**src/verilog/asf_pkg.sv**
```systemverilog
/*
 * Package for the axis status flag block: register indices, bit positions,
 * reset values and profile phase codes.
 * Assumes a 16-bit register port with word indices, byte address = 4*index.
 */
`default_nettype none

package asf_pkg;

   ////////////////////////////////////////////////////////////////////////
   // register indices (byte address is four times the index)
   localparam logic [7:0]  IDX_CMD_STATUS  = 8'h02;
   localparam logic [7:0]  IDX_OP_STATUS   = 8'h03;
   localparam logic [7:0]  IDX_IRQ_STATUS  = 8'h10;
   localparam logic [7:0]  IDX_IRQ_MASK    = 8'h11;
   localparam logic [7:0]  IDX_CONTROL     = 8'h12;

   ////////////////////////////////////////////////////////////////////////
   // command status bits
   localparam int CMD_DEVRST_NAK   = 9;
   localparam int CMD_STOP_DONE    = 12;
   localparam int CMD_POS_DONE     = 13;

   // operation status bits
   localparam int OP_SERVO_OFF     = 0;
   localparam int OP_SERVO_LOCK    = 1;
   localparam int OP_ACCEL         = 3;
   localparam int OP_CONST         = 4;
   localparam int OP_DECEL         = 5;
   localparam int OP_PASS          = 6;
   localparam int OP_WAIT_DONE     = 7;
   localparam int OP_DECEL_STOP    = 8;
   localparam int OP_IMM_STOP      = 9;

   // used-bit masks, all other bits read zero
   localparam logic [15:0] CMD_USED_MASK   = 16'h3200;
   localparam logic [15:0] OP_USED_MASK    = 16'h03FB;

   // interrupt status bits
   localparam int IRQ_DEVRST_NAK   = 0;
   localparam int IRQ_STOP_DONE    = 1;
   localparam int IRQ_POS_DONE     = 2;
   localparam int IRQ_WIDTH        = 3;

   // control register bits
   localparam int CTL_CLR_NAK      = 0;
   localparam int CTL_CLR_STOP     = 1;
   localparam int CTL_CLR_POS      = 2;

   ////////////////////////////////////////////////////////////////////////
   // reset values
   localparam logic [15:0] RST_ZERO16      = 16'h0000;
   localparam logic [2:0]  RST_IRQ_MASK    = 3'h0;

   // profile phase codes from the motion engine
   localparam logic [2:0]  PH_IDLE  = 3'h0;
   localparam logic [2:0]  PH_ACCEL = 3'h1;
   localparam logic [2:0]  PH_CONST = 3'h2;
   localparam logic [2:0]  PH_DECEL = 3'h3;
   localparam logic [2:0]  PH_PASS  = 3'h4;
   localparam logic [2:0]  PH_WAIT  = 3'h5;

   typedef enum logic [2:0] {
      ASF_ST_IDLE = 3'b001,
      ASF_ST_DEC  = 3'b010,
      ASF_ST_IMM  = 3'b100
   } asf_stop_e;

endpackage : asf_pkg

`default_nettype wire

```
**src/verilog/asf_phase_dec.sv**
```systemverilog
/*
 * Profile phase decoder: turns the motion engine phase code into the five
 * one-hot phase flags, choosing the path phase while interpolating.
 * Assumes phase inputs are from logic on the same clock.
 */
`timescale 1ns/1ps
`default_nettype none

module asf_phase_dec (
   input  wire logic [2:0] axis_phase_i,
   input  wire logic [2:0] path_phase_i,
   input  wire logic       interp_i,
   input  wire logic       pass_pattern_i,
   output logic      [4:0] phase_flags_o
);

   logic [2:0] sel;

   always_comb begin
      // during interpolation the path profile is what software watches
      sel = interp_i ? path_phase_i : axis_phase_i;
      phase_flags_o = 5'h0;
      case (sel)
         asf_pkg::PH_ACCEL: phase_flags_o[0] = 1'b1;
         asf_pkg::PH_CONST: phase_flags_o[1] = 1'b1;
         asf_pkg::PH_DECEL: phase_flags_o[2] = 1'b1;
         asf_pkg::PH_PASS: begin
            phase_flags_o[3] = pass_pattern_i | interp_i;
         end
         asf_pkg::PH_WAIT:  phase_flags_o[4] = 1'b1;
         default:           phase_flags_o = 5'h0;
      endcase
   end

endmodule : asf_phase_dec

`default_nettype wire

```
**src/verilog/asf_status.sv**
```systemverilog
/*
 * Axis status flag logic: command status upper flags, operation status word,
 * sticky interrupt status with mask, and the register port.
 * Assumes motion engine inputs are on clock_i; servo and stop request
 * inputs from the outside pins are synchronised here.
 */
// Strobed register access was decided locally.
`timescale 1ns/1ps
`default_nettype none

module asf_status (
   input  wire logic        clock_i,
   input  wire logic        resetn_i,
   input  wire logic        clk_en_i,
   // register port
   input  wire logic [7:0]  reg_addr_i,
   input  wire logic [15:0] reg_wdata_i,
   input  wire logic        reg_wr_i,
   input  wire logic        reg_rd_i,
   output logic      [15:0] reg_rdata_o,
   output logic             irq_o,
   // outside pins
   input  wire logic        servo_unlocked_i,
   input  wire logic        decel_stop_req_i,
   input  wire logic        imm_stop_req_i,
   // motion engine events
   input  wire logic        moving_i,
   input  wire logic        devrst_nak_i,
   input  wire logic        origin_search_i,
   input  wire logic        manual_or_direct_i,
   input  wire logic        direct_op_i,
   input  wire logic        halt_i,
   input  wire logic        finish_i,
   input  wire logic [2:0]  axis_phase_i,
   input  wire logic [2:0]  path_phase_i,
   input  wire logic        interp_i,
   input  wire logic        pass_pattern_i
);

   ////////////////////////////////////////////////////////////////////////
   // pin synchronisers
   logic [2:0] sync1_r;
   logic [2:0] sync2_r;
   logic [2:0] sync1_nxt;
   logic [2:0] sync2_nxt;
   logic       servo_off;
   logic       dec_req;
   logic       imm_req;

   always_comb begin
      sync1_nxt = {imm_stop_req_i, decel_stop_req_i, servo_unlocked_i};
      sync2_nxt = sync1_r;
   end

   always_ff @(posedge clock_i or negedge resetn_i) begin
      if (!resetn_i) begin
         sync1_r <= 3'h0;
         sync2_r <= 3'h0;
      end else if (clk_en_i) begin
         sync1_r <= sync1_nxt;
         sync2_r <= sync2_nxt;
      end
   end

   assign servo_off = sync2_r[0];
   assign dec_req   = sync2_r[1];
   assign imm_req   = sync2_r[2];

   ////////////////////////////////////////////////////////////////////////
   // stop tracking: an immediate request overrides a deceleration stop
   asf_pkg::asf_stop_e stop_r;
   asf_pkg::asf_stop_e stop_nxt;

   always_comb begin
      stop_nxt = stop_r;
      case (stop_r)
         asf_pkg::ASF_ST_IDLE: begin
            if (imm_req && moving_i) begin
               stop_nxt = asf_pkg::ASF_ST_IMM;
            end else if (dec_req && moving_i) begin
               stop_nxt = asf_pkg::ASF_ST_DEC;
            end
         end
         asf_pkg::ASF_ST_DEC: begin
            if (!moving_i) begin
               stop_nxt = asf_pkg::ASF_ST_IDLE;
            end else if (imm_req) begin
               stop_nxt = asf_pkg::ASF_ST_IMM;
            end
         end
         asf_pkg::ASF_ST_IMM: begin
            if (!moving_i) begin
               stop_nxt = asf_pkg::ASF_ST_IDLE;
            end
         end
         default: stop_nxt = asf_pkg::ASF_ST_IDLE;
      endcase
   end

   always_ff @(posedge clock_i or negedge resetn_i) begin
      if (!resetn_i) begin
         stop_r <= asf_pkg::ASF_ST_IDLE;
      end else if (clk_en_i) begin
         stop_r <= stop_nxt;
      end
   end

   ////////////////////////////////////////////////////////////////////////
   // phase flags
   logic [4:0] phase_flags;

   asf_phase_dec u_phase (
      .axis_phase_i   (axis_phase_i),
      .path_phase_i   (path_phase_i),
      .interp_i       (interp_i),
      .pass_pattern_i (pass_pattern_i),
      .phase_flags_o  (phase_flags)
   );

   ////////////////////////////////////////////////////////////////////////
   // command status flags, operation status word, interrupts
   logic [15:0] cmd_r;
   logic [15:0] cmd_nxt;
   logic [15:0] op_r;
   logic [15:0] op_nxt;
   logic [2:0]  ists_r;
   logic [2:0]  ists_nxt;
   logic [2:0]  imask_r;
   logic [2:0]  imask_nxt;
   logic [15:0] rdata_r;
   logic [15:0] rdata_nxt;
   logic [2:0]  ev;
   logic [2:0]  clr;
   logic        wr_ctl;

   always_comb begin
      ev[asf_pkg::IRQ_DEVRST_NAK] = devrst_nak_i & origin_search_i;
      ev[asf_pkg::IRQ_STOP_DONE]  = halt_i & manual_or_direct_i;
      ev[asf_pkg::IRQ_POS_DONE]   = finish_i & direct_op_i;
      wr_ctl = reg_wr_i && (reg_addr_i == asf_pkg::IDX_CONTROL);
      clr = 3'h0;
      if (wr_ctl) begin
         clr = reg_wdata_i[2:0];
      end

      // flags stay on until software clears them; a new event wins
      cmd_nxt = cmd_r;
      cmd_nxt[asf_pkg::CMD_DEVRST_NAK] = ev[asf_pkg::IRQ_DEVRST_NAK] |
         (cmd_r[asf_pkg::CMD_DEVRST_NAK] & ~clr[asf_pkg::CTL_CLR_NAK]);
      cmd_nxt[asf_pkg::CMD_STOP_DONE] = ev[asf_pkg::IRQ_STOP_DONE] |
         (cmd_r[asf_pkg::CMD_STOP_DONE] & ~clr[asf_pkg::CTL_CLR_STOP]);
      cmd_nxt[asf_pkg::CMD_POS_DONE] = ev[asf_pkg::IRQ_POS_DONE] |
         (cmd_r[asf_pkg::CMD_POS_DONE] & ~clr[asf_pkg::CTL_CLR_POS]);
      cmd_nxt = cmd_nxt & asf_pkg::CMD_USED_MASK;

      op_nxt = asf_pkg::RST_ZERO16;
      op_nxt[asf_pkg::OP_SERVO_OFF]  = servo_off;
      op_nxt[asf_pkg::OP_SERVO_LOCK] = ~servo_off & ~moving_i;
      op_nxt[asf_pkg::OP_ACCEL]      = phase_flags[0];
      op_nxt[asf_pkg::OP_CONST]      = phase_flags[1];
      op_nxt[asf_pkg::OP_DECEL]      = phase_flags[2];
      op_nxt[asf_pkg::OP_PASS]       = phase_flags[3];
      op_nxt[asf_pkg::OP_WAIT_DONE]  = phase_flags[4];
      op_nxt[asf_pkg::OP_DECEL_STOP] = (stop_r == asf_pkg::ASF_ST_DEC);
      op_nxt[asf_pkg::OP_IMM_STOP]   = (stop_r == asf_pkg::ASF_ST_IMM);
      op_nxt = op_nxt & asf_pkg::OP_USED_MASK;

      // read clears the interrupt status, an event in the same cycle survives
      ists_nxt = ists_r;
      if (reg_rd_i && (reg_addr_i == asf_pkg::IDX_IRQ_STATUS)) begin
         ists_nxt = 3'h0;
      end
      ists_nxt = ists_nxt | ev;

      imask_nxt = imask_r;
      if (reg_wr_i && (reg_addr_i == asf_pkg::IDX_IRQ_MASK)) begin
         imask_nxt = reg_wdata_i[2:0];
      end

      rdata_nxt = asf_pkg::RST_ZERO16;
      if (reg_rd_i) begin
         if (reg_addr_i == asf_pkg::IDX_CMD_STATUS) begin
            rdata_nxt = cmd_r;
         end else if (reg_addr_i == asf_pkg::IDX_OP_STATUS) begin
            rdata_nxt = op_r;
         end else if (reg_addr_i == asf_pkg::IDX_IRQ_STATUS) begin
            rdata_nxt = {13'h0, ists_r};
         end else if (reg_addr_i == asf_pkg::IDX_IRQ_MASK) begin
            rdata_nxt = {13'h0, imask_r};
         end else begin
            rdata_nxt = asf_pkg::RST_ZERO16;
         end
      end
   end

   always_ff @(posedge clock_i or negedge resetn_i) begin
      if (!resetn_i) begin
         cmd_r   <= asf_pkg::RST_ZERO16;
         op_r    <= asf_pkg::RST_ZERO16;
         ists_r  <= 3'h0;
         imask_r <= asf_pkg::RST_IRQ_MASK;
         rdata_r <= asf_pkg::RST_ZERO16;
      end else if (clk_en_i) begin
         cmd_r   <= cmd_nxt;
         op_r    <= op_nxt;
         ists_r  <= ists_nxt;
         imask_r <= imask_nxt;
         rdata_r <= rdata_nxt;
      end
   end

   assign reg_rdata_o = rdata_r;
   assign irq_o       = |(ists_r & imask_r);

   ////////////////////////////////////////////////////////////////////////
   // checks
   a_nak_sets: assert property (
      @(posedge clock_i) disable iff (!resetn_i)
      clk_en_i && devrst_nak_i && origin_search_i
      |=> cmd_r[asf_pkg::CMD_DEVRST_NAK])
      else $error("deviation reset flag not set");
   a_stop_done_sets: assert property (
      @(posedge clock_i) disable iff (!resetn_i)
      clk_en_i && halt_i && manual_or_direct_i
      |=> cmd_r[asf_pkg::CMD_STOP_DONE] && ists_r[asf_pkg::IRQ_STOP_DONE])
      else $error("stop executed flag not set");
   a_pos_done_sets: assert property (
      @(posedge clock_i) disable iff (!resetn_i)
      clk_en_i && finish_i && direct_op_i
      |=> cmd_r[asf_pkg::CMD_POS_DONE])
      else $error("positioning completed flag not set");
   a_servo_off_flag: assert property (
      @(posedge clock_i) disable iff (!resetn_i)
      clk_en_i |=> op_r[asf_pkg::OP_SERVO_OFF] == $past(servo_off))
      else $error("servo unlocked flag wrong");
   a_servo_lock_flag: assert property (
      @(posedge clock_i) disable iff (!resetn_i)
      op_r[asf_pkg::OP_SERVO_LOCK] |-> !op_r[asf_pkg::OP_SERVO_OFF])
      else $error("servo locked and unlocked together");
   a_servo_lock_rest: assert property (
      @(posedge clock_i) disable iff (!resetn_i)
      clk_en_i |=> op_r[asf_pkg::OP_SERVO_LOCK] ==
         (!$past(servo_off) && !$past(moving_i)))
      else $error("servo locked flag wrong at rest");
   a_phase_onehot: assert property (
      @(posedge clock_i) disable iff (!resetn_i)
      $onehot0(op_r[7:3]))
      else $error("more than one profile phase flag");
   a_accel_flag: assert property (
      @(posedge clock_i) disable iff (!resetn_i)
      clk_en_i && !interp_i && axis_phase_i == asf_pkg::PH_ACCEL
      |=> op_r[asf_pkg::OP_ACCEL])
      else $error("acceleration flag not set");
   a_pass_gated: assert property (
      @(posedge clock_i) disable iff (!resetn_i)
      clk_en_i && !interp_i && !pass_pattern_i
      |=> !op_r[asf_pkg::OP_PASS])
      else $error("pass flag outside continuous pattern");
   a_wait_flag: assert property (
      @(posedge clock_i) disable iff (!resetn_i)
      clk_en_i && !interp_i && axis_phase_i == asf_pkg::PH_WAIT
      |=> op_r[asf_pkg::OP_WAIT_DONE])
      else $error("completion wait flag not set");
   a_interp_path: assert property (
      @(posedge clock_i) disable iff (!resetn_i)
      clk_en_i && interp_i && path_phase_i == asf_pkg::PH_CONST
      |=> op_r[asf_pkg::OP_CONST])
      else $error("path phase not shown");
   a_dec_stop_start: assert property (
      @(posedge clock_i) disable iff (!resetn_i)
      clk_en_i && stop_r == asf_pkg::ASF_ST_IDLE && moving_i && dec_req
      && !imm_req |=> stop_r == asf_pkg::ASF_ST_DEC)
      else $error("deceleration stop not started");
   a_dec_stop_hold: assert property (
      @(posedge clock_i) disable iff (!resetn_i)
      clk_en_i && stop_r == asf_pkg::ASF_ST_DEC && moving_i && !imm_req
      |=> op_r[asf_pkg::OP_DECEL_STOP])
      else $error("deceleration stop flag dropped");
   a_imm_stop_end: assert property (
      @(posedge clock_i) disable iff (!resetn_i)
      clk_en_i && stop_r == asf_pkg::ASF_ST_IMM && !moving_i
      |=> stop_r == asf_pkg::ASF_ST_IDLE)
      else $error("immediate stop not ended at rest");
   a_unused_zero: assert property (
      @(posedge clock_i) disable iff (!resetn_i)
      (cmd_r & ~asf_pkg::CMD_USED_MASK) == 16'h0000 &&
      (op_r & ~asf_pkg::OP_USED_MASK) == 16'h0000)
      else $error("unused status bit set");
   // a low enable must freeze flags even while events keep arriving
   a_enable_freeze: assert property (
      @(posedge clock_i) disable iff (!resetn_i)
      !clk_en_i |=> $stable(cmd_r) && $stable(op_r) && $stable(ists_r))
      else $error("state moved while enable low");
   a_read_clear: assert property (
      @(posedge clock_i) disable iff (!resetn_i)
      clk_en_i && reg_rd_i && reg_addr_i == asf_pkg::IDX_IRQ_STATUS &&
      ev == 3'h0 |=> ists_r == 3'h0)
      else $error("interrupt status not cleared by read");

   c_irq: cover property (@(posedge clock_i) disable iff (!resetn_i) irq_o);
   c_imm: cover property (@(posedge clock_i) disable iff (!resetn_i)
      stop_r == asf_pkg::ASF_ST_IMM);
   c_dec: cover property (@(posedge clock_i) disable iff (!resetn_i)
      stop_r == asf_pkg::ASF_ST_DEC ##1 stop_r == asf_pkg::ASF_ST_IDLE);
   c_pass: cover property (@(posedge clock_i) disable iff (!resetn_i)
      op_r[asf_pkg::OP_PASS]);

endmodule : asf_status

`default_nettype wire
```
**config.mk**
```make
export PLATFORM = sky130hd
export DESIGN_NAME = asf_status
export DESIGN_NICKNAME = d
export VERILOG_FILES = /design/src/verilog/asf_pkg.sv /design/src/verilog/asf_phase_dec.sv /design/src/verilog/asf_status.sv
export SDC_FILE = /design/constraint.sdc
export NUM_CORES = 1
export LEC_CHECK = 0
export ABC_AREA = 0
export BUFFER_PORTS_ARGS = -buffer_cell sky130_fd_sc_hd__buf_2
export CAP_MARGIN = 20
export CORE_MARGIN = 8
export CORE_UTILIZATION = 49
export CTS_CLUSTER_SIZE = 14
export DETAILED_ROUTE_END_ITERATION = 10
export MAX_ROUTING_LAYER = met4
export PLACE_DENSITY = 0.88
export SLEW_MARGIN = 20
export SYNTH_ARGS = -nofsm -noshare
export SYNTH_HDL_FRONTEND = slang
export SYNTH_SLANG_ARGS = --single-unit
```
**constraint.sdc**
```tcl
create_clock -name clock_i -period 1.4 [get_ports clock_i]
set_input_delay 0.28 -clock clock_i [delete_from_list [all_inputs] [get_ports clock_i]]
set_output_delay 0.28 -clock clock_i [all_outputs]
set_load 0.02 [all_outputs]
```
==> out/summary.json, run 1 <==
{
  "status": "finished with violations",
  "failed_checks": "setup timing",
  "num-fill-cells": 306,
  "cts.repair.resized": 0,
  "pin_count_of_the_biggest_net_entering_global_routing": 23,
  "port-buffer-count": 46,
  "layout_commonest_cell": "buf_2",
  "synth_seq_area_share": 0.5302,
  "fmaxAchievable_mhz": 655.8,
  "drt_pass1_iterations": 4,
  "hold_class": "in2reg",
  "total_clock_buffers_created_by_cts": 5,
  "max-cap-violations": 0,
  "power_per_cell_area_nw_per_um2": 1047,
  "timing_worst_setup_path_type": "reg2out",
  "max-clock-path-buffers": 2,
  "grt_use_total": 0.1397,
  "whs_path_depth": 2,
  "timing.final.max_slew_violations": 0,
  "worst_hold_startpoint": "moving_i",
  "fp.dieW_um": 77.33,
  "layout-drive-gt1-share": 0.3545,
  "die_area_um2": 5980,
  "die_h_um": 77.33,
  "number_of_enable_type_register_cells_in_the_synthesized_netlist": 0,
  "synth-warning-count": 0,
  "finalClockSkew_ns": 0.002811,
  "timing.critical_path.required_ns": 1.12,
  "final_cell_mix": "46 x buf_2, 38 x dfrtp_1, 12 x nand2_1",
  "synth_cells": 165,
  "r2r_slack_ns": 0.31,
  "timing.rr.start": "stop_r[0]",
  "drtAntennaViolNets": 0,
  "synth.distinct_cells": 43,
  "endpoint_kind": "output pin",
  "cts_tree": "done",
  "crit_fanout": 3,
  "io_pins": 64,
  "postSynth.topFlopCell": "dfrtp_1",
  "totalWireLength_um": 3845,
  "worst_flop_to_flop_path_endpoint": "stop_r[0]",
  "h_tree_depth": 2,
  "synth-seq-cells": 39,
  "timing.final.setup_violations": 1,
  "drt_iter0_markers": 52,
  "final_nets": 267,
  "start_util": 0.5072,
  "vias": 1430,
  "routabilityCongestion": 0.8810,
  "timing.final.crit_period_ns": 1.525,
  "route.detailed.drc": 0,
  "irDropWorstVdd_v": 0.0006079,
  "grt.overflow.total": 0,
  "setup.worst_path.start_class": "flip-flop",
  "power.total_w": 0.002364,
  "layout-area-overhead-vs-synth_pct": 22.47,
  "worstRegToRegCells": 3,
  "placement_rows": 22,
  "worst_case_setup_margin_in_the_final_layout_ns": -0.1249,
  "antenna_found_initial": 0,
  "postSynthAreaPerCell_um2": 11.17,
  "wire_length_of_the_first_global_routing_pass_um": 6603,
  "clk_pin_slew_worst_paths_ns": 0.07,
  "routed_wire_length_per_instance_um": 14.35,
  "static-leakage-power_nw": 1.089,
  "area_of_the_mapped_netlist_um2": 1843,
  "clock_tree_root_driver_cell": "clkbuf_8",
  "worst-endpoint-arrival_ns": 1.24,
  "hold_viol_final": 0,
  "dpl.hpwl_um": 3000,
  "first_global_vias": 1462,
  "yosys.area.top_type_share": 0.5160,
  "end_point_of_the_most_critical_hold_path": "stop_r[0]",
  "timing.hold.ws_ns": 0.2131,
  "finalCritPeriodShare": 1.089,
  "insertedDiodeCount": 0,
  "cts.sink_count": 39,
  "setup_repair_after_global_routing_missed_its_margin": "yes",
  "via_per_inst": 5.336,
  "core_area_um2": 3633,
  "synth_top_cells_by_area": "dfrtp_1 52%, mux2_2 6.1%, a22o_1 3.3%",
  "clkLatencyLatePin_ns": 0.29,
  "yosys.area.top_type": "dfrtp_1",
  "async_reset_ff_frac": 1.000
}
state kept, by name, indices dropped and copies added (netlist names):
name,count
stop_r,3
cmd_r,3
sync2_r,3
sync1_r,3
ists_r,3
reg_rdata_o,12
op_r,9
imask_r,3
timing repair:
action                                  CTS  global route
endpoints found under the setup margin    1             1
hold buffers                              1             0
setup buffers                             0             0
hold endpoints to repair                 16             0
power breakdown:
| part | internal [W] | switching [W] |
|---|---|---|
| clock network | 0.000386 | 0.000369 |
| registers | 0.00121 | 0.0000683 |
| logic | 0.000165 | 0.000169 |
| total | 0.00176 | 0.000606 |
through the flow:
step	setup TNS, ns	std cells	setup WS [ns]	area [µm²]	utilization
after global routing	-0.2099	268	-0.2099	2257	0.6212
after CTS	-0.1346	268	-0.1346	2257	0.6212
after floorplan	-0.02316	168	-0.007719	1858	-
after global placement	-0.1273	260	-0.03883	2160	0.5944
final	-0.1249	268	-0.1249	2257	0.6212
after detailed placement	-0.4338	260	-0.06024	2160	0.5944
cells in the mapped netlist, types with 2 or more instances:
library cell,number
a21o_1,3
dfrtp_1,38
nand2b_1,4
a31oi_1,2
buf_4,4
nor3b_1,2
a21oi_1,6
o2bb2ai_1,6
and3_1,4
o211ai_1,3
nand2_1,12
o31ai_1,3
nand4_1,4
clkbuf_1,5
o21ai_0,4
nor2_1,9
inv_1,7
nor3_1,4
mux2_2,10
a22o_1,7
nor2b_1,4
mux2_4,3
kinds of logic (layout without fill, tap and decap cells):
family	Yosys count	in the layout	share of synthesized area
AOI/OAI and AO/OA	39	39	0.1555
xor gates and xnor gates	1	1	0.004753
buffers and inverters	18	70	0.04956
DFF	39	39	0.5302
muxes	14	14	0.09097
other	1	4	0.002035
and+or+nand+nor	53	53	0.1670
critical path: stages (launching register included):
cell and delay [ns]:
dfrtp_1 0.42, a222oi_1 0.31, inv_1 0.07, buf_2 0.16
layer usage:
layer | wire length (µm) | GRT usage | vias up
met3 | 197 | 0.03571 | 8
li1 | - | - | 703
met1 | 1730 | 0.1631 | 684
met4 | 97 | 0.08302 | 0
met2 | 1819 | 0.2131 | 35
met5 | 0 | - | -
area by class of cell:
cell class,count,area (µm²),area share
well taps,48,60.06,0.02661
clock inverters,1,5.005,0.002217
inverters,7,26.28,0.01164
multi-input cells,111,785.8,0.3481
flip-flops and latches,39,977.2,0.4329
repair buffers,56,320.3,0.1419
clock buffers,6,82.58,0.03659
how the worst max path moves through the flow:
stage                       start    endpoint
global route           imask_r[2]       irq_o
CTS                     ists_r[2]       irq_o
detailed placement  reg_addr_i[5]  imask_r[2]
floorplan                clk_en_i  imask_r[0]
global placement    reg_addr_i[5]  imask_r[2]
finish                 imask_r[2]       irq_o
Power figures use the tool's default switching activity.
==> run 2, diff against run 1 <==
--- a/config.mk
+++ b/config.mk
@@ -8,13 +8,16 @@
 export ABC_AREA = 0
 export BUFFER_PORTS_ARGS = -buffer_cell sky130_fd_sc_hd__buf_2
 export CAP_MARGIN = 20
+export CELL_PAD_IN_SITES_DETAIL_PLACEMENT = 0
+export CELL_PAD_IN_SITES_GLOBAL_PLACEMENT = 2
 export CORE_MARGIN = 8
-export CORE_UTILIZATION = 49
+export CORE_UTILIZATION = 31
 export CTS_CLUSTER_SIZE = 14
 export DETAILED_ROUTE_END_ITERATION = 10
 export MAX_ROUTING_LAYER = met4
-export PLACE_DENSITY = 0.88
+export PLACE_DENSITY = 0.89
 export SLEW_MARGIN = 20
 export SYNTH_ARGS = -nofsm -noshare
 export SYNTH_HDL_FRONTEND = slang
+export SYNTH_HIERARCHICAL = 1
 export SYNTH_SLANG_ARGS = --single-unit
==> out/summary.json, run 2 <==
{
  "worst_path_max_delay_cell": "or4bb_1",
  "layout-area-overhead-vs-synth_pct": 29.60,
  "async_reset_ff_frac": 1.000,
  "drt_pass1_iterations": 4,
  "total_clock_buffers_created_by_cts": 5,
  "number_of_enable_type_register_cells_in_the_synthesized_netlist": 0,
  "critical_path.top_delay_family": "simple AND/OR/NAND/NOR gates",
  "irDropWorstVdd_v": 0.0003291,
  "setup_tns_ns": -0.3383,
  "route.detailed.drc": 0,
  "drt_iter0_markers": 54,
  "grt_use_total": 0.1054,
  "crit_fanout": 3,
  "setup.worst_path.start_class": "flip-flop",
  "worst-endpoint-arrival_ns": 1.79,
  "timing.final.crit_period_ns": 1.604,
  "max-cap-violations": 0,
  "p_int_w": 0.001756,
  "share_seq_of_total_power": 0.521,
  "final_nets": 274,
  "finalCritPeriodShare": 1.146,
  "worst-path-buf-inv": 0,
  "dpl.hpwl_um": 3419,
  "timing.rr.start": "stop_r[0]",
  "routed_wire_length_per_instance_um": 14.56,
  "power.switching_w": 0.0006181,
  "placement_rows": 28,
  "yosys.area.top_type": "dfrtp_1",
  "postSynth.topFlopCell": "dfrtp_1",
  "io_pins": 64,
  "drtAntennaViolNets": 0,
  "yosys.cell_count.top_type": "dfrtp_1",
  "wire_length_of_the_first_global_routing_pass_um": 7107,
  "share_clk_of_total_power": 0.309,
  "synth_seq_area_share": 0.5207,
  "antenna_found_initial": 0,
  "endpoint_kind": "flip-flop",
  "insertedDiodeCount": 0,
  "p_comb_frac": 0.171,
  "end_point_of_the_most_critical_hold_path": "cmd_r[12]",
  "setup_repair_after_global_routing_missed_its_margin": "yes",
  "clkLatencyLatePin_ns": 0.29,
  "die_area_um2": 8800,
  "largest_register_ffs": 12,
  "cts.sink_count": 39,
  "worst_case_setup_margin_in_the_final_layout_ns": -0.2044,
  "path_cells": "or4bb_1 -> o211ai_1 -> mux2_2",
  "whs_path_depth": 2,
  "num-fill-cells": 599,
  "hold_viol_final": 0,
  "synth_cells": 160,
  "worstRegToRegCells": 3,
  "synth_top_cells_by_area": "dfrtp_1 51%, mux2_2 9.6%, a22o_1 3.3%",
  "port-buffer-count": 46,
  "hold_class": "in2reg",
  "core_area_um2": 5886,
  "most_common_library_cells_after_synthesis": "38 x dfrtp_1, 16 x mux2_2, 8 x nand2_1, 8 x nor2_1",
  "totalWireLength_um": 4413,
  "layout-drive-gt1-share": 0.4518,
  "die_h_um": 93.81,
  "static-leakage-power_nw": 1.176,
  "clk_pin_slew_worst_paths_ns": 0.07,
  "fp.dieW_um": 93.81,
  "timing.final.setup_violations": 2,
  "grt.overflow.total": 0,
  "routabilityCongestion": 0.8111,
  "synth-seq-cells": 39,
  "status": "finished with violations",
  "yosys.area.top_type_share": 0.5067,
  "switching_portion_of_total_power": 0.2604,
  "timing.critical_path.required_ns": 1.58,
  "layout_commonest_cell": "buf_2",
  "final_cell_area_um2": 2432,
  "layout.core_utilization": 0.4133,
  "area_of_the_mapped_netlist_um2": 1877,
  "power_per_cell_area_nw_per_um2": 976.0,
  "finalClockSkew_ns": 0.001891,
  "via_per_inst": 4.947,
  "placement_cell_area_um2": 2302,
  "synth.distinct_cells": 44,
  "h_tree_depth": 2,
  "synth-warning-count": 6,
  "final_cell_mix": "46 x buf_2, 38 x dfrtp_1, 20 x buf_4",
  "max-clock-path-buffers": 2,
  "dp_slack_ns": -0.2819,
  "worst_hold_startpoint": "reg_wdata_i[1]",
  "failed_checks": "setup timing",
  "r2r_slack_ns": -0.20,
  "first_global_vias": 1511,
  "postSynthAreaPerCell_um2": 11.73,
  "start_util": 0.3189,
  "clock_tree_root_driver_cell": "clkbuf_8",
  "timing.final.max_slew_violations": 0,
  "timing_worst_setup_path_type": "reg2reg",
  "worst_flop_to_flop_path_endpoint": "stop_r[1]",
  "fmaxAchievable_mhz": 623.3,
  "vias": 1499,
  "cts_tree": "done",
  "pin_count_of_the_biggest_net_entering_global_routing": 40,
  "critPathMaxStageDelay_ns": 0.50
}
## run 2: final cells by class
| class | instances | area [µm²] | area share |
|---|---|---|---|
| sequential | 39 | 977.2 | 0.4017 |
| multi-input combinational | 107 | 843.3 | 0.3467 |
| timing repair buffer | 68 | 410.4 | 0.1687 |
| tap | 75 | 93.84 | 0.03858 |
| clock buffer | 6 | 72.57 | 0.02984 |
| inverter | 6 | 22.52 | 0.009259 |
| clock inverter | 2 | 12.51 | 0.005144 |
## run 2: how the worst max path moves through the flow
stage                  start              end  cells past startpoint
6_report           stop_r[0]        stop_r[1]                      3
5_1_grt            ists_r[2]            irq_o                      3
4_1_cts            stop_r[0]        stop_r[1]                      3
3_5_place_dp   reg_addr_i[5]  reg_rdata_o[12]                      4
3_3_place_gp   reg_addr_i[5]  reg_rdata_o[13]                      4
2_1_floorplan      stop_r[1]        stop_r[1]                      3
## run 2: repair_timing
action                                  4_1_cts  5_1_grt
endpoints found under the setup margin        2        6
buffers inserted                              3        0
hold buffers                                  1        0
hold endpoints to repair                     38        0
pin swaps                                     2        3
gates resized for setup                       0        2
## run 2: per-stage QoR
step	power [W]	hold slack, ns	std cells
6_report	0.002374	0.1783	303
5_1_grt	0.002501	0.1765	303
4_1_cts	0.002391	0.1699	303
3_5_place_dp	0.001648	0.2633	291
3_3_place_gp	0.001639	0.2601	291
2_1_floorplan	0.001462	-0.01559	163
## run 2: power by group through the flow
| stage | sequential, W | combinational, W | clock (W) |
|---|---|---|---|
| 2_1_floorplan | 0.00126 | 0.000207 | 0 |
| 3_3_place_gp | 0.00125 | 0.000384 | 0 |
| 3_5_place_dp | 0.00126 | 0.000388 | 0 |
| 4_1_cts | 0.00124 | 0.000397 | 0.000757 |
| 5_1_grt | 0.00125 | 0.000452 | 0.000804 |
| 6_report | 0.00124 | 0.000405 | 0.000733 |
## run 2: metal layers
layer | up-vias | track usage | share of wire | wire length (µm)
met4 | 0 | 0.04756 | 0.019 | 86
met2 | 26 | 0.1639 | 0.49 | 2155
li1 | 724 | - | - | -
met5 | - | - | 0 | 0
met3 | 6 | 0.02318 | 0.044 | 194
met1 | 743 | 0.1276 | 0.45 | 1977
## run 2: logic make-up (layout without fill, tap and decap cells)
kind of cell / after synthesis / in the layout / share of synthesized area
and+or+nand+nor: 47 / 47 / 0.1573
DFF: 39 / 39 / 0.5207
AOI/OAI and AO/OA: 35 / 35 / 0.1513
muxes: 21 / 21 / 0.1227
buffers and inverters: 17 / 82 / 0.04600
other: 1 / 4 / 0.001998
